$ cat config.mk
export PLATFORM = sky130hd
export DESIGN_NAME = wol_indication
export DESIGN_NICKNAME = d
export VERILOG_FILES = /design/src/include/wol_pkg.sv /design/src/rtl/wol_indication.sv /design/src/rtl/wol_pulse.sv
export SDC_FILE = /design/constraint.sdc
export NUM_CORES = 1
export LEC_CHECK = 0
export ABC_AREA = 1
export BUFFER_PORTS_ARGS = -buffer_cell sky130_fd_sc_hd__buf_2
export CELL_PAD_IN_SITES_DETAIL_PLACEMENT = 0
export CELL_PAD_IN_SITES_GLOBAL_PLACEMENT = 1
export CORE_MARGIN = 4
export CORE_UTILIZATION = 42
export DETAILED_ROUTE_END_ITERATION = 12
export MAX_ROUTING_LAYER = met4
export PLACE_DENSITY_LB_ADDON = 0.2
export SLEW_MARGIN = 20
export SYNTH_ARGS = -nofsm -noshare
export SYNTH_HDL_FRONTEND = slang
export SYNTH_SLANG_ARGS = --single-unit
$ cat constraint.sdc
create_clock -name aclk -period 3.8 [get_ports aclk]
set_input_delay 0.76 -clock aclk [delete_from_list [all_inputs] [get_ports aclk]]
set_output_delay 0.76 -clock aclk [all_outputs]
set_load 0.02 [all_outputs]
$ cat src/include/wol_pkg.sv
// Package: constants and types of the wake-on-LAN indication block
package wol_pkg;

  // ----------------------------------------
  // Bus geometry
  // ----------------------------------------
  localparam int          ADDR_W      = 14;
  localparam int          DATA_W      = 32;
  localparam int          REG_W       = 16;
  localparam logic [1:0]  RESP_OKAY   = 2'h0;
  localparam logic [1:0]  RESP_SLVERR = 2'h2;

  // ----------------------------------------
  // Register indices (byte address = 4 * index)
  // ----------------------------------------
  localparam logic [11:0] IDX_CFG     = 12'h4A0;
  localparam logic [11:0] IDX_STS     = 12'h4A1;
  localparam logic [11:0] IDX_PW0     = 12'h4A5;
  localparam logic [11:0] IDX_PW1     = 12'h4A6;
  localparam logic [11:0] IDX_PW2     = 12'h4A7;
  localparam logic [11:0] IDX_IRQ_STS = 12'h4B0;
  localparam logic [11:0] IDX_IRQ_EN  = 12'h4B1;
  localparam logic [11:0] IDX_IRQ_CLR = 12'h4B2;

  // ----------------------------------------
  // Config fields and reset
  // ----------------------------------------
  localparam int          CFG_CRC_GATE = 12;
  localparam int          CFG_LVL_CLR  = 11;
  localparam int          CFG_WIDTH_LO = 9;
  localparam int          CFG_STYLE    = 8;
  localparam int          CFG_WOL_EN   = 7;
  localparam int          CFG_BITMASK  = 6;
  localparam int          CFG_SECURE   = 5;
  localparam int          CFG_MAGIC_EN = 0;
  localparam logic [15:0] CFG_RESET    = 16'h1081;
  localparam logic [15:0] CFG_RW_MASK  = 16'h17E1;

  // ----------------------------------------
  // Status fields and reset
  // ----------------------------------------
  localparam int          STS_ROUTE    = 12;
  localparam int          STS_SFD      = 7;
  localparam int          STS_CRC      = 6;
  localparam int          STS_HACK     = 5;
  localparam int          STS_MAGIC    = 0;
  localparam logic [15:0] STS_RESET    = 16'h1000;

  // ----------------------------------------
  // Interrupt bits
  // ----------------------------------------
  localparam int          IRQ_W        = 4;
  localparam int          IRQ_MAGIC    = 0;
  localparam int          IRQ_HACK     = 1;
  localparam int          IRQ_CRC      = 2;
  localparam int          IRQ_SFD      = 3;

  // ----------------------------------------
  // Pulse timing: widths set in wake-clock cycles, counted in aclk cycles
  // ----------------------------------------
  localparam int          WAKE_CLK_PS  = 8000;
  localparam int          ACLK_PS      = 10000;
  localparam int          PULSE_BASE   = 8;
  localparam int          CNT_W        = 7;
  localparam int          PULSE_CNT0   = (PULSE_BASE * 1 * WAKE_CLK_PS + ACLK_PS - 1) / ACLK_PS;
  localparam int          PULSE_CNT1   = (PULSE_BASE * 2 * WAKE_CLK_PS + ACLK_PS - 1) / ACLK_PS;
  localparam int          PULSE_CNT2   = (PULSE_BASE * 4 * WAKE_CLK_PS + ACLK_PS - 1) / ACLK_PS;
  localparam int          PULSE_CNT3   = (PULSE_BASE * 8 * WAKE_CLK_PS + ACLK_PS - 1) / ACLK_PS;

  // ----------------------------------------
  // Received-frame verdict from the receive filter
  // ----------------------------------------
  typedef struct packed {
    logic        done;
    logic        magic;
    logic        crc_bad;
    logic        sfd_err;
    logic [47:0] password;
  } wol_frame_t;

endpackage : wol_pkg

$ cat src/rtl/wol_indication.sv
// Wake-on-LAN indication: registers, frame checks, interrupts
//
// Our own choice: the AXI4-Lite interface to the registers.
`timescale 1ns/1ns

module wol_indication (
  input  wire logic                      aclk,
  input  wire logic                      aresetn,
  // AXI4-Lite slave
  input  wire logic [wol_pkg::ADDR_W-1:0] s_axi_awaddr,
  input  wire logic                      s_axi_awvalid,
  output logic                           s_axi_awready,
  input  wire logic [wol_pkg::DATA_W-1:0] s_axi_wdata,
  input  wire logic [3:0]                s_axi_wstrb,
  input  wire logic                      s_axi_wvalid,
  output logic                           s_axi_wready,
  output logic [1:0]                     s_axi_bresp,
  output logic                           s_axi_bvalid,
  input  wire logic                      s_axi_bready,
  input  wire logic [wol_pkg::ADDR_W-1:0] s_axi_araddr,
  input  wire logic                      s_axi_arvalid,
  output logic                           s_axi_arready,
  output logic [wol_pkg::DATA_W-1:0]     s_axi_rdata,
  output logic [1:0]                     s_axi_rresp,
  output logic                           s_axi_rvalid,
  input  wire logic                      s_axi_rready,
  // Receive filter verdict and side inputs
  input  wire wol_pkg::wol_frame_t       frame,
  input  wire logic                      magic_enable_strap,
  input  wire logic                      polarity_irq,
  // Outputs
  output logic                           wake_out,
  output logic                           irq,
  output logic                           isr_bit1
);
  import wol_pkg::*;

  // ----------------------------------------
  // Declarations
  // ----------------------------------------
  logic [REG_W-1:0]  cfg_q;
  logic              strap_done_q;
  logic              strap_meta_q;
  logic              strap_sync_q;
  logic              route_q;
  logic              sfd_q;
  logic              crc_q;
  logic              hack_q;
  logic              magic_q;
  logic [REG_W-1:0]  pw_q [3];
  logic [IRQ_W-1:0]  irq_st_q;
  logic [IRQ_W-1:0]  irq_en_q;
  logic [IRQ_W-1:0]  irq_ev;
  logic              irq_q;
  logic              isr_bit1_q;

  logic              aw_have_q;
  logic              w_have_q;
  logic [11:0]       aw_idx_q;
  logic [REG_W-1:0]  wdata_q;
  logic [1:0]        wstrb_q;
  logic              bvalid_q;
  logic [1:0]        bresp_q;
  logic              rvalid_q;
  logic [DATA_W-1:0] rdata_q;
  logic [1:0]        rresp_q;

  logic              do_wr;
  logic              rd_fire;
  logic [11:0]       ar_idx;
  logic              wr_cfg;
  logic              wr_sts;
  logic              wr_irq_en;
  logic              wr_irq_clr;
  logic              wr_hit;
  logic              rd_sts;
  logic              rd_hit;
  logic [REG_W-1:0]  cfg_new;
  logic [REG_W-1:0]  rd_val;

  logic              gated;
  logic              pw_ok;
  logic              magic_ev;
  logic              magic_ok;
  logic              hack_ev;
  logic              crc_ev;
  logic              sfd_ev;
  logic              wake_fire;
  logic              lvl_clr;

  // ----------------------------------------
  // Byte-lane merge for 16-bit registers
  // ----------------------------------------
  function automatic logic [REG_W-1:0] merge(input logic [REG_W-1:0] old_v,
                                             input logic [REG_W-1:0] new_v,
                                             input logic [1:0]       strb);
    merge = {strb[1] ? new_v[15:8] : old_v[15:8], strb[0] ? new_v[7:0] : old_v[7:0]};
  endfunction : merge

  // ----------------------------------------
  // Write channel
  // ----------------------------------------
  assign s_axi_awready = ~aw_have_q;
  assign s_axi_wready  = ~w_have_q;
  assign do_wr         = aw_have_q & w_have_q & ~bvalid_q;

  always_ff @(posedge aclk) begin
    if (!aresetn) begin
      aw_have_q <= 1'b0;
      aw_idx_q  <= '0;
    end else if (s_axi_awvalid && s_axi_awready) begin
      aw_have_q <= 1'b1;
      aw_idx_q  <= s_axi_awaddr[ADDR_W-1:2];
    end else if (do_wr) begin
      aw_have_q <= 1'b0;
    end
  end

  always_ff @(posedge aclk) begin
    if (!aresetn) begin
      w_have_q <= 1'b0;
      wdata_q  <= '0;
      wstrb_q  <= '0;
    end else if (s_axi_wvalid && s_axi_wready) begin
      w_have_q <= 1'b1;
      wdata_q  <= s_axi_wdata[REG_W-1:0];
      wstrb_q  <= s_axi_wstrb[1:0];
    end else if (do_wr) begin
      w_have_q <= 1'b0;
    end
  end

  assign wr_cfg     = do_wr && aw_idx_q == IDX_CFG;
  assign wr_sts     = do_wr && aw_idx_q == IDX_STS;
  assign wr_irq_en  = do_wr && aw_idx_q == IDX_IRQ_EN;
  assign wr_irq_clr = do_wr && aw_idx_q == IDX_IRQ_CLR;
  assign wr_hit     = aw_idx_q == IDX_CFG || aw_idx_q == IDX_STS || aw_idx_q == IDX_PW0 ||
                      aw_idx_q == IDX_PW1 || aw_idx_q == IDX_PW2 || aw_idx_q == IDX_IRQ_EN ||
                      aw_idx_q == IDX_IRQ_CLR;
  assign cfg_new    = merge(cfg_q, wdata_q, wstrb_q) & CFG_RW_MASK;

  always_ff @(posedge aclk) begin
    if (!aresetn) begin
      bvalid_q <= 1'b0;
      bresp_q  <= RESP_OKAY;
    end else if (do_wr) begin
      bvalid_q <= 1'b1;
      bresp_q  <= wr_hit ? RESP_OKAY : RESP_SLVERR;
    end else if (s_axi_bready) begin
      bvalid_q <= 1'b0;
    end
  end

  assign s_axi_bvalid = bvalid_q;
  assign s_axi_bresp  = bresp_q;

  // ----------------------------------------
  // Read channel
  // ----------------------------------------
  assign s_axi_arready = ~rvalid_q;
  assign rd_fire       = s_axi_arvalid & ~rvalid_q;
  assign ar_idx        = s_axi_araddr[ADDR_W-1:2];
  assign rd_sts        = rd_fire && ar_idx == IDX_STS;

  always_comb begin
    rd_val = '0;
    rd_hit = 1'b1;
    unique case (ar_idx)
      IDX_CFG:     rd_val = cfg_q;
      IDX_STS: begin
        rd_val[STS_ROUTE] = route_q;
        rd_val[STS_SFD]   = sfd_q;
        rd_val[STS_CRC]   = crc_q;
        rd_val[STS_HACK]  = hack_q;
        rd_val[STS_MAGIC] = magic_q;
      end
      IDX_PW0:     rd_val = pw_q[0];
      IDX_PW1:     rd_val = pw_q[1];
      IDX_PW2:     rd_val = pw_q[2];
      IDX_IRQ_STS: rd_val = REG_W'(irq_st_q);
      IDX_IRQ_EN:  rd_val = REG_W'(irq_en_q);
      default:     rd_hit = 1'b0;
    endcase
  end

  always_ff @(posedge aclk) begin
    if (!aresetn) begin
      rvalid_q <= 1'b0;
      rdata_q  <= '0;
      rresp_q  <= RESP_OKAY;
    end else if (rd_fire) begin
      rvalid_q <= 1'b1;
      rdata_q  <= DATA_W'(rd_val);
      rresp_q  <= rd_hit ? RESP_OKAY : RESP_SLVERR;
    end else if (s_axi_rready) begin
      rvalid_q <= 1'b0;
    end
  end

  assign s_axi_rvalid = rvalid_q;
  assign s_axi_rdata  = rdata_q;
  assign s_axi_rresp  = rresp_q;

  // ----------------------------------------
  // Configuration register
  // ----------------------------------------
  // Strap pin synchroniser; no reset, so it settles while reset is held
  always_ff @(posedge aclk) begin
    strap_meta_q <= magic_enable_strap;
    strap_sync_q <= strap_meta_q;
  end

  // Strap is caught on the first edge after release, never under reset
  always_ff @(posedge aclk) begin
    if (!aresetn) begin
      cfg_q        <= CFG_RESET;
      strap_done_q <= 1'b0;
    end else begin
      strap_done_q <= 1'b1;
      if (wr_cfg) begin
        cfg_q <= cfg_new;
      end else if (!strap_done_q) begin
        cfg_q[CFG_MAGIC_EN] <= strap_sync_q;
      end
    end
  end

  // Self-clearing: bit reads 0, only the write matters
  assign lvl_clr = wr_cfg & wstrb_q[1] & wdata_q[CFG_LVL_CLR] & cfg_q[CFG_STYLE];

  // ----------------------------------------
  // Password words
  // ----------------------------------------
  for (genvar i = 0; i < 3; i++) begin : g_pw
    always_ff @(posedge aclk) begin
      if (!aresetn) begin
        pw_q[i] <= '0;
      end else if (do_wr && aw_idx_q == IDX_PW0 + 12'(i)) begin
        pw_q[i] <= merge(pw_q[i], wdata_q, wstrb_q);
      end
    end
  end

  // ----------------------------------------
  // Frame evaluation
  // ----------------------------------------
  assign gated     = cfg_q[CFG_CRC_GATE] & frame.crc_bad;
  assign pw_ok     = frame.password == {pw_q[2], pw_q[1], pw_q[0]};
  assign magic_ev  = frame.done & frame.magic & cfg_q[CFG_WOL_EN] & ~gated;
  assign magic_ok  = magic_ev & (~cfg_q[CFG_SECURE] | pw_ok);
  assign hack_ev   = magic_ev & cfg_q[CFG_SECURE] & ~pw_ok;
  assign crc_ev    = frame.done & frame.crc_bad;
  assign sfd_ev    = frame.done & frame.sfd_err;
  assign wake_fire = magic_ok & cfg_q[CFG_MAGIC_EN];

  // ----------------------------------------
  // Wake status register
  // ----------------------------------------
  // Read clears the sticky flags, but a same-cycle event still wins
  always_ff @(posedge aclk) begin
    if (!aresetn) begin
      sfd_q   <= STS_RESET[STS_SFD];
      crc_q   <= STS_RESET[STS_CRC];
      magic_q <= STS_RESET[STS_MAGIC];
    end else begin
      sfd_q   <= sfd_ev | (sfd_q & ~rd_sts);
      crc_q   <= crc_ev | (crc_q & ~rd_sts);
      magic_q <= magic_ok | (magic_q & ~rd_sts);
    end
  end

  // Follows the last checked magic frame
  always_ff @(posedge aclk) begin
    if (!aresetn) begin
      hack_q <= STS_RESET[STS_HACK];
    end else if (hack_ev) begin
      hack_q <= 1'b1;
    end else if (magic_ev && cfg_q[CFG_SECURE]) begin
      hack_q <= 1'b0;
    end
  end

  always_ff @(posedge aclk) begin
    if (!aresetn) begin
      route_q <= STS_RESET[STS_ROUTE];
    end else if (wr_cfg && cfg_new[CFG_WOL_EN] && !cfg_q[CFG_WOL_EN]) begin
      route_q <= 1'b1;
    end else if (wr_sts && wstrb_q[1]) begin
      route_q <= wdata_q[STS_ROUTE];
    end
  end

  // ----------------------------------------
  // Interrupts
  // ----------------------------------------
  always_comb begin
    irq_ev            = '0;
    irq_ev[IRQ_MAGIC] = wake_fire;
    irq_ev[IRQ_HACK]  = hack_ev;
    irq_ev[IRQ_CRC]   = crc_ev;
    irq_ev[IRQ_SFD]   = sfd_ev;
  end

  always_ff @(posedge aclk) begin
    if (!aresetn) begin
      irq_st_q <= '0;
      irq_en_q <= '0;
    end else begin
      irq_st_q <= irq_ev | (irq_st_q & ~(wr_irq_clr && wstrb_q[0] ? wdata_q[IRQ_W-1:0] : '0));
      if (wr_irq_en && wstrb_q[0]) begin
        irq_en_q <= wdata_q[IRQ_W-1:0];
      end
    end
  end

  // Registered so both outputs change on the same edge
  always_ff @(posedge aclk) begin
    if (!aresetn) begin
      irq_q      <= 1'b0;
      isr_bit1_q <= 1'b0;
    end else begin
      irq_q      <= |(irq_st_q & irq_en_q);
      isr_bit1_q <= route_q ? |(irq_st_q & irq_en_q) : polarity_irq;
    end
  end

  assign irq      = irq_q;
  assign isr_bit1 = isr_bit1_q;

  // ----------------------------------------
  // Wake output stage
  // ----------------------------------------
  wol_pulse u_pulse (
    .aclk       (aclk),
    .aresetn    (aresetn),
    .fire       (wake_fire),
    .level_mode (cfg_q[CFG_STYLE]),
    .width_sel  (cfg_q[CFG_WIDTH_LO +: 2]),
    .level_clr  (lvl_clr),
    .wake_out   (wake_out)
  );

endmodule : wol_indication

$ cat src/rtl/wol_pulse.sv
// Wake indication output stage: timed pulse or held level
`timescale 1ns/1ns
module wol_pulse (
  input  wire logic       aclk,
  input  wire logic       aresetn,
  input  wire logic       fire,
  input  wire logic       level_mode,
  input  wire logic [1:0] width_sel,
  input  wire logic       level_clr,
  output logic            wake_out
);
  import wol_pkg::*;

  logic [CNT_W-1:0] cnt_q;
  logic [CNT_W-1:0] load_cnt;
  logic             wake_q;

  // ----------------------------------------
  // Width lookup
  // ----------------------------------------
  always_comb begin
    unique case (width_sel)
      2'h0: load_cnt = CNT_W'(PULSE_CNT0);
      2'h1: load_cnt = CNT_W'(PULSE_CNT1);
      2'h2: load_cnt = CNT_W'(PULSE_CNT2);
      2'h3: load_cnt = CNT_W'(PULSE_CNT3);
    endcase
  end

  // ----------------------------------------
  // Counter and output
  // ----------------------------------------
  always_ff @(posedge aclk) begin
    if (!aresetn) begin
      cnt_q  <= '0;
      wake_q <= 1'b0;
    end else if (level_mode) begin
      cnt_q  <= '0;
      wake_q <= fire | (wake_q & ~level_clr);
    end else begin
      cnt_q  <= fire ? load_cnt : (cnt_q != '0 ? cnt_q - CNT_W'(1) : '0);
      wake_q <= fire | (cnt_q > CNT_W'(1));
    end
  end

  assign wake_out = wake_q;

endmodule : wol_pulse

==> reports/metrics.cfg, run 1 <==
[detailed_routing]
drt_iter0_markers=404
wl_per_cell_um=15.66
ant_nets=0
routed-via-count=5861
avgViaCountPerCell=4.884
drtPass1Iterations=5
route.final.wire_length_mm=18.79
drc=0

[status]
status=complete, no violations

[timing]
final_max_slew_viol_count=0
finalHoldViolCount=0
setup_tns_ns=0
clock-skew-final_ns=0.007727
rsz0062_at_grt=no
relSlewSlack=0.3087
worst_slew_pin_slew_ns=1.031
max_freq_ghz=0.4106
setup_viol=0
min_period_over_period=0.6409
finalCriticalPeriod_ns=2.435

[floorplan]
die_area_um2=18160
core_um2=15830
std_cell_rows=46
die_h_um=134.8
fp.dieW_um=134.8
initial_core_util=0.4263
ios=169

[hold_path]
hold_path_class=reg -> reg
whs_path_depth=0
worstHoldStart=strap_meta_q$_DFF_P_
min_to=strap_sync_q$_DFF_P_

[worst_setup_path]
reg2reg_from=w_have_q$_SDFFE_PN0P_
worstPathCellList=inv_1 -> nor3_4 -> inv_1 -> nor2_4 -> nand4_2 -> o21ai_0 -> buf_4
rrSetupSlack_ns=1.36
end_kind=flip-flop
path_delay_family=simple AND/OR/NAND/NOR gates
crit_type=reg -> reg
start_kind=flip-flop
cp_num_buf_inv=3
critPathMaxFanout=17
critPathArrivalTime_ns=2.56
cp.required_ns=3.92
cpMostUsedCell=inv_1
r2r-end=pw_q[1][2]$_SDFFCE_PN0P_
slowest_delay_ns=0.53
worst-r2r-cell-count=7
critPathSlowestCell=nand4_2

[global_route]
grt_max_degree=57
grtUsageTotal=0.2139
grt_pass1_wl_mm=28.77
grt_overflow=0
antenna_found_initial=0
first_global_vias=5458

[pwr]
p_total_uw=3829
p_sw_uw=1030
internal-power_uw=2799
irDropWorstVdd_uv=301.9
switching_share=0.2690
power_frac_seq=0.429
comb_power_share=0.155
powerDensity_nw_per_um2=473.3
power.leakage_uw=0.003445
clockPowerShare=0.417

[clock_network]
numCtsBuffers=17
cts_repair_resize_count=0
path_clk_slew_ns=0.06
postCtsHoldBufs=0
h-tree-depth=4
postCtsSetupBuffers=0
cts_tree=built
cts_buffer_depth=2
clock_latency_ns=0.42
cts-root-buf=clkbuf_16
clkSinkCount=134

[synth]
netlist-cell-type-count=45
syn_avg_cell_area_um2=8.033
synth_top_family_by_area=simple AND/OR/NAND/NOR gates
synth_xor_area_frac=0.05581
yosys_warnings=0
yosys.area_share.simple=0.2429
muxShareOfSynthArea=0
synth_fa_ha_area_frac=0.01483
netlist_area_um2=6748
synth-seq-area-share=0.4688
ys_ff_latch=134
synth_compound_area_frac=0.1220
syn_inst=840

[flow_run]
cap_violations=0

[finish]
layout_common_cells=151 x nand2_1, 128 x buf_2, 119 x nor2_1
drive_above_1_share=0.2073
nets=1104
num_antenna_cells=0
syn2layout_area_growth_pct=19.88
mostFrequentLayoutCell=nand2_1

[placement]
gp_congestion=0.8484
io_buffers=128
dp_hpwl_mm=14.03

[worst reg2reg max path, stage by stage, from the launching register on]
cell and delay [ns]:
dfxtp_1 0.32, inv_1 0.08, nor3_4 0.24, inv_1 0.18, nor2_4 0.20, nand4_2 0.53, o21ai_0 0.36, buf_4 0.23
[routing by layer]
layer  part of all wire  global-route usage  vias up
met1               0.46              0.2834     2681
met5                  0                   -        -
li1                   -                   -     2979
met3              0.054             0.03912       21
met4              0.014             0.05882        0
met2               0.47              0.3391      180
[logic make-up after synthesis]
kind of cell             after synthesis
AO/OA/AOI/OAI                        150
XOR/XNOR                              43
AND/OR/NAND/NOR                      365
other                                  1
buffers and inverters                139
adder cells (fa/ha/maj)                8
flip-flops                           134
[how the worst max path moves through the flow]
stage / slack [ns] / to / from / cells after the start
after floorplan: 1.58 / pw_q[1][0]$_SDFFCE_PN0P_ / aresetn / 4
after global placement: 1.13 / s_axi_rdata[0]$_SDFFE_PN0P_ / s_axi_araddr[11] / 12
after detailed placement: 1.11 / s_axi_rdata[0]$_SDFFE_PN0P_ / s_axi_araddr[11] / 12
after CTS: 1.33 / pw_q[2][11]$_SDFFCE_PN0P_ / aw_idx_q[5]$_SDFFE_PN0P_ / 8
after global routing: 1.20 / pw_q[1][7]$_SDFFCE_PN0P_ / w_have_q$_SDFFE_PN0P_ / 7
final: 1.36 / pw_q[1][2]$_SDFFCE_PN0P_ / w_have_q$_SDFFE_PN0P_ / 7
[flip-flops by register name (all words and copies together), names as in the netlist, 2 cells and up]
register,count
pw_q,48
s_axi_rdata,16
wdata_q,16
aw_idx_q,12
cfg_q,8
u_pulse.cnt_q,7
irq_en_q,4
irq_st_q,4
wstrb_q,2
[synth_stat cells, drive strengths merged]
master	n	area (um2)
o31ai	2	15.01
nor4	3	48.80
inv	97	364.1
o2111ai	2	17.52
edfxtp	48	1441
a221oi	2	17.52
o211ai	7	57.55
nor3	8	77.57
nor2	128	508.0
or2	1	6.260
clkbuf	14	62.56
conb	1	3.750
nand4	15	100.1
xnor2	40	350.3
o21a	2	15.01
o21ai	66	330.3
buf	27	206.4
nand2	159	616.8
a31oi	6	37.54
dfxtp	86	1722
nor4b	1	8.760
xor2	3	26.28
a21oi	58	297.8
nand3	50	272.8
a211oi	3	22.52
clkinv	1	8.760
ha	8	100.1
o22ai	2	12.51
[power by group through the flow]
stage / combinational (uW) / sequential, uW / clock [uW]
detailed placement: 594 / 1670 / 0
global route: 679 / 1650 / 1690
finish: 592 / 1640 / 1600
global placement: 589 / 1670 / 0
CTS: 598 / 1640 / 1620
floorplan: 418 / 1670 / 0
[cell type report]
type,instances,area (um2)
timing repair buffer,136,700.7
sequential,134,3163
clock buffer,24,471.7
fill,1594,7739
multi-input combinational,584,3012
inverter,98,372.9
clock inverter,8,98.84
tap,216,270.3
[through the flow]
| stage | cells | utilization | hold WS [ns] | setup slack, ns | cell area, um2 |
|---|---|---|---|---|---|
| after floorplan | 857 | - | 0.3096 | 1.582 | 6812 |
| after CTS | 1200 | 0.5111 | 0.3333 | 1.326 | 8089 |
| after global placement | 1168 | 0.4750 | 0.3148 | 1.129 | 7518 |
| after detailed placement | 1168 | 0.4750 | 0.3203 | 1.113 | 7518 |
| after global routing | 1200 | 0.5111 | 0.3345 | 1.203 | 8089 |
| final | 1200 | 0.5111 | 0.3301 | 1.365 | 8089 |
Note: power is estimated with default switching activity, not from simulation.
==> inputs of run 2 (changes only) <==
Settings changed: ABC_AREA 1 to 0, CORE_UTILIZATION 42 to 40.
Clock period 3.8 ns to 2.4 ns, I/O delays scaled along.
==> run 2 against run 1 <==
Net effect:
- non-clock buffer count is 13 higher
- final cell count is 13% lower
- sequential share of layout area is 0.23 points lower
- largest power group is now the clock network
==> reports/metrics.cfg, run 2 <==
[floorplan]
ios=169
die_area_um2=18680
initial_core_util=0.4123
core_um2=16060
die_h_um=136.7
fp.dieW_um=136.7
std_cell_rows=46

[finish]
drive_above_1_share=0.2406
fin_cells=1039
layout_common_cells=128 x buf_2, 96 x nand2_1, 86 x dfxtp_1
num_antenna_cells=0
regMostFlops=pw_q
finish.utilization=0.5068
syn2layout_area_growth_pct=22.90
largest_register_ff_count=48
mostFrequentLayoutCell=buf_2
nets=943

[synth]
ys_ff_latch=134
yosysMostFrequentCell=nand2_1
netlist-cell-type-count=56
syn_inst=675
synth_top_area_frac=0.2600
synthArstFlopShare=0
synth-seq-area-share=0.4777
netlist_area_um2=6621
yosys.area.top_type=dfxtp_1
ys_top_cells_by_count=96 x nand2_1, 86 x dfxtp_1, 51 x xor2_1
synthFlopType=dfxtp_1
syn_avg_cell_area_um2=9.809
synth_top_cells_by_area=dfxtp_1 26%, edfxtp_1 22%, xor2_1 6.7%
yosys_warnings=0
synth_edf_count=48

[pwr]
p_sw_uw=1508
comb_power_share=0.123
powerDensity_nw_per_um2=756.0
internal-power_uw=4644
switching_share=0.2451
irDropWorstVdd_uv=511.0
clockPowerShare=0.455
power_frac_seq=0.422
power.leakage_uw=0.003378

[placement]
dp_hpwl_mm=14.25
pre_cts_slack_ns=0.1505
placed_cells=1007
gp_congestion=0.8524
io_buffers=128

[global_route]
grtUsageTotal=0.2027
antenna_found_initial=0
grt_pass1_wl_mm=27.97
grt_overflow=0
first_global_vias=5283
grt_max_degree=86

[timing]
worst_slew_pin_slew_ns=0.7666
max_freq_ghz=0.4741
final_max_slew_viol_count=0
worst_slack_ns=0.2908
relSlewSlack=0.4879
finalCriticalPeriod_ns=2.109
finalHoldViolCount=0
min_period_over_period=0.8788
setup_viol=0
setup_tns_ns=0
clock-skew-final_ns=0.004089
rsz0062_at_grt=no

[clock_network]
clock_latency_ns=0.41
postCtsHoldBufs=0
cts-root-buf=clkbuf_16
h-tree-depth=4
path_clk_slew_ns=0.06
cts_tree=built
clkSinkCount=134
numCtsBuffers=17
postCtsSetupBuffers=0
cts_buffer_depth=2
cts_repair_resize_count=0

[worst_setup_path]
reg2reg_from=pw_q[2][7]$_SDFFCE_PN0P_
rrSetupSlack_ns=0.29
crit_type=reg -> reg
startpoint=pw_q[2][7]$_SDFFCE_PN0P_
start_kind=flip-flop
worst-r2r-cell-count=7
r2r-end=u_pulse.cnt_q[6]$_SDFF_PP0_
critPathMaxFanout=9
crit_path_end=u_pulse.cnt_q[6]$_SDFF_PP0_
cp.required_ns=2.71
end_kind=flip-flop
critPathArrivalTime_ns=2.42

[detailed_routing]
drc=0
drt_iter0_markers=310
drtPass1Iterations=5
avgViaCountPerCell=5.017
routed-via-count=5213
wl_per_cell_um=17.39
ant_nets=0
route.final.wire_length_mm=18.06

[hold_path]
whs_path_depth=1
hold_path_class=in -> reg

[status]
status=complete, no violations

[flow_run]
cap_violations=0

[run 2: changes by cell type in the layout (fill, tap and decap cells not counted), moves of 18 or more]
cell      previous run  this run
mux2i_1              0        21
xor2_1               3        51
nor2_1             119        21
a21oi_1             56        18
nand3_1             47        15
and2_1               0        37
a21boi_0             0        33
xnor2_1             40         2
inv_1               90        14
nor2b_1              0        18
nand2_1            151        96
o21ai_0             62        30
[run 2: logic make-up after synthesis]
family | synth area share
xor gates and xnor gates | 0.07011
adders and majority gates | 0.01512
AOI/OAI and AO/OA | 0.1355
buffers and inverters | 0.04781
muxes | 0.05385
and+or+nand+nor | 0.1994
DFF | 0.4777
other | 0.0005663
[run 2: power groups by stage]
stage | Sequential (uW) | Combinational, uW | Clock, uW
2_1_floorplan | 2630 | 517 | 0
5_1_grt | 2610 | 851 | 2960
6_report | 2590 | 758 | 2800
3_5_place_dp | 2640 | 763 | 0
4_1_cts | 2590 | 767 | 2850
3_3_place_gp | 2640 | 759 | 0
[run 2: how the worst min path moves through the flow]
stage	slack [ns]	to	startpoint
after global routing	0.16	strap_meta_q$_DFF_P_	magic_enable_strap
final	0.18	strap_meta_q$_DFF_P_	magic_enable_strap
after floorplan	0.31	strap_sync_q$_DFF_P_	strap_meta_q$_DFF_P_
after global placement	0.31	strap_sync_q$_DFF_P_	strap_meta_q$_DFF_P_
after CTS	0.16	strap_meta_q$_DFF_P_	magic_enable_strap
after detailed placement	0.32	strap_sync_q$_DFF_P_	strap_meta_q$_DFF_P_
[run 2: layout make-up]
cell class	instances	area [um2]
fill	1532	7920
tap	216	270.3
multi-input combinational	494	3206
clock buffer	18	429.2
sequential	134	3163
clock inverter	14	206.4
timing repair buffer	149	810.8
inverter	14	52.55
[run 2: metal layers]
metal	track usage	part of all wire
met1	0.2678	0.48
met4	0.05991	0.014
met3	0.03971	0.047
met2	0.3174	0.46
met5	-	0
[run 2: per-stage QoR]
step                      total power [uW]  area [um2]  hold WS [ns]
after detailed placement              3404        7502        0.3186
after floorplan                       3143        6685        0.3096
after global routing                  6418        8138        0.1640
after global placement                3397        7502        0.3139
after CTS                             6214        8138        0.1594
final                                 6152        8138        0.1755
[run 2: critical path, stage by stage (launching register included)]
cell	delay [ns]
edfxtp_1	0.46
xor2_1	0.19
nor4_1	0.36
nand4_1	0.20
nor3_2	0.20
buf_4	0.17
o211ai_4	0.18
and3_1	0.23
==> inputs of run 3 (changes only) <==
Settings changed: SLEW_MARGIN 20 to 10.
Clock period 2.4 ns to 2.19 ns, I/O delays scaled along.
==> run 3 against run 2 <==
Net effect:
- worst hold slack worse by 0.048 ns
- clock skew is 0.0032 ns higher
- global-route usage is 0.21 points higher
- largest power group unchanged
- critical path type unchanged
- total power is 6.7% higher
- wire length is 0.95% higher
- flip-flop and latch count stayed put
- highest routed layer unchanged
- first-iteration DRC count is 10% lower
==> reports/metrics.cfg, run 3 (synthesis gave the netlist of run 2 again) <==
[hold_path]
whs_path_depth=1
hold_path_class=in -> reg

[worst_setup_path]
crit_cells=8
end_kind=flip-flop
crit_type=reg -> reg
critPathArrivalTime_ns=2.39
cpMostUsedCell=buf_4
start_kind=flip-flop
cp_num_buf_inv=2
worst-r2r-cell-count=8
critPathSlowestCell=edfxtp_1
path_delay_family=simple AND/OR/NAND/NOR gates
critPathMaxFanout=9
cp.required_ns=2.50
worstPathCellList=xor2_1 -> nor4_2 -> buf_4 -> nand4_1 -> nor3_2 -> buf_4 -> o211ai_4 -> and3_4
slowest_delay_ns=0.47

[timing]
final_max_slew_viol_count=0
relSlewSlack=0.5134
finalCriticalPeriod_ns=2.082
max_freq_ghz=0.4802
setup_viol=0
rsz0062_at_grt=yes
finalHoldViolCount=0
worst_slew_pin_slew_ns=0.7284
clock-skew-final_ns=0.007284
min_period_over_period=0.9508

[clock_network]
numCtsBuffers=17
h-tree-depth=4
postCtsSetupBuffers=0
clkSinkCount=134
cts-root-buf=clkbuf_16
path_clk_slew_ns=0.06
cts_buffer_depth=2
cts_tree=built
clock_latency_ns=0.42

[floorplan]
initial_core_util=0.4123
ios=169
fp.dieW_um=136.7
std_cell_rows=46
core_um2=16060
die_h_um=136.7
die_area_um2=18680

[finish]
mostFrequentLayoutCell=buf_2
fin_area_um2=8154
layout_common_cells=128 x buf_2, 96 x nand2_1, 86 x dfxtp_1
syn2layout_area_growth_pct=23.15
fin_cells=1044
drive_above_1_share=0.2536
regMostFlops=pw_q
fill_cells=1536
nets=948
largest_register_ff_count=48
num_antenna_cells=0

[pwr]
p_total_uw=6567
power.leakage_uw=0.003395
switching_share=0.2565
powerDensity_nw_per_um2=805.4
p_sw_uw=1684
irDropWorstVdd_uv=584.7
comb_power_share=0.130
internal-power_uw=4883
clockPowerShare=0.437
power_frac_seq=0.433

[detailed_routing]
drt_iter0_markers=278
drc=0
ant_nets=0
route.final.wire_length_mm=18.24
top_layer=met4
wl_met1_mm=8.528
wl_met3_mm=1.121
drtPass1Iterations=5
avgViaCountPerCell=4.988
routed-via-count=5207
wl_per_cell_um=17.47
met2WireLength_mm=8.197

[global_route]
antenna_found_initial=0
grtUsageTotal=0.2048
grt_max_degree=39
first_global_vias=5139
grt_overflow=0
grt_pass1_wl_mm=28.18

[placement]
placed_cells=1012
dp_hpwl_mm=14.24
io_buffers=128
gp_congestion=0.8539
placed_area_um2=7527

[flow_run]
cap_violations=0

[status]
status=complete, no violations

==> run 3: cell types whose count changed in the layout (fill, tap and decap cells not counted), sizes merged <==
cell	change
clkbuf	+5
buf	+5
clkinv	-1
clkinvlp	-1
bufinv	-4
inv	+1
==> run 3: per-layer routing <==
metal,up-vias,global-route usage
met4,0,0.06663
li1,2606,-
met5,-,-
met2,160,0.3100
met3,28,0.03860
met1,2413,0.2780
==> run 3: path summary, 6_finish.rpt <==
path                                                from                          end  slack (ns)
worst min register to register      strap_meta_q$_DFF_P_         strap_sync_q$_DFF_P_        0.33
worst min-delay path                  magic_enable_strap         strap_meta_q$_DFF_P_        0.13
worst max register to register  pw_q[2][7]$_SDFFCE_PN0P_  u_pulse.cnt_q[6]$_SDFF_PP0_        0.11
worst max-delay path            pw_q[2][7]$_SDFFCE_PN0P_  u_pulse.cnt_q[6]$_SDFF_PP0_        0.11
==> run 3: layout make-up <==
class	instances	area, um2	area share
multi-input cells	494	3224	0.3954
flip-flops and latches	134	3163	0.3879
repair buffers	154	835.8	0.1025
clock buffers	23	520.5	0.06383
well taps	216	270.3	0.03314
clock inverters	9	87.58	0.01074
inverters	14	52.55	0.006445
==> run 3: what timing repair did <==
item,4_1_cts,5_1_grt
resized for setup,0,4
hold buffers,0,0
endpoints found under the setup margin,0,8
==> run 3: power by group through the flow <==
stage	Clock (uW)	Combinational [uW]	Sequential, uW
2_1_floorplan	0	566	2880
3_3_place_gp	0	830	2890
3_5_place_dp	0	844	2900
4_1_cts	2930	852	2840
5_1_grt	3050	954	2860
6_report	2870	853	2840
==> run 3: metrics by stage <==
stage	hold WS, ns	worst slack, ns	utilization	setup TNS (ns)
2_1_floorplan	0.3096	0.1365	-	0
3_3_place_gp	0.3148	-0.01462	0.4688	-0.01462
3_5_place_dp	0.3143	-0.01107	0.4688	-0.01107
4_1_cts	0.1138	0.009966	0.5066	0
5_1_grt	0.1163	0.009193	0.5078	0
6_report	0.1275	0.1077	0.5078	0
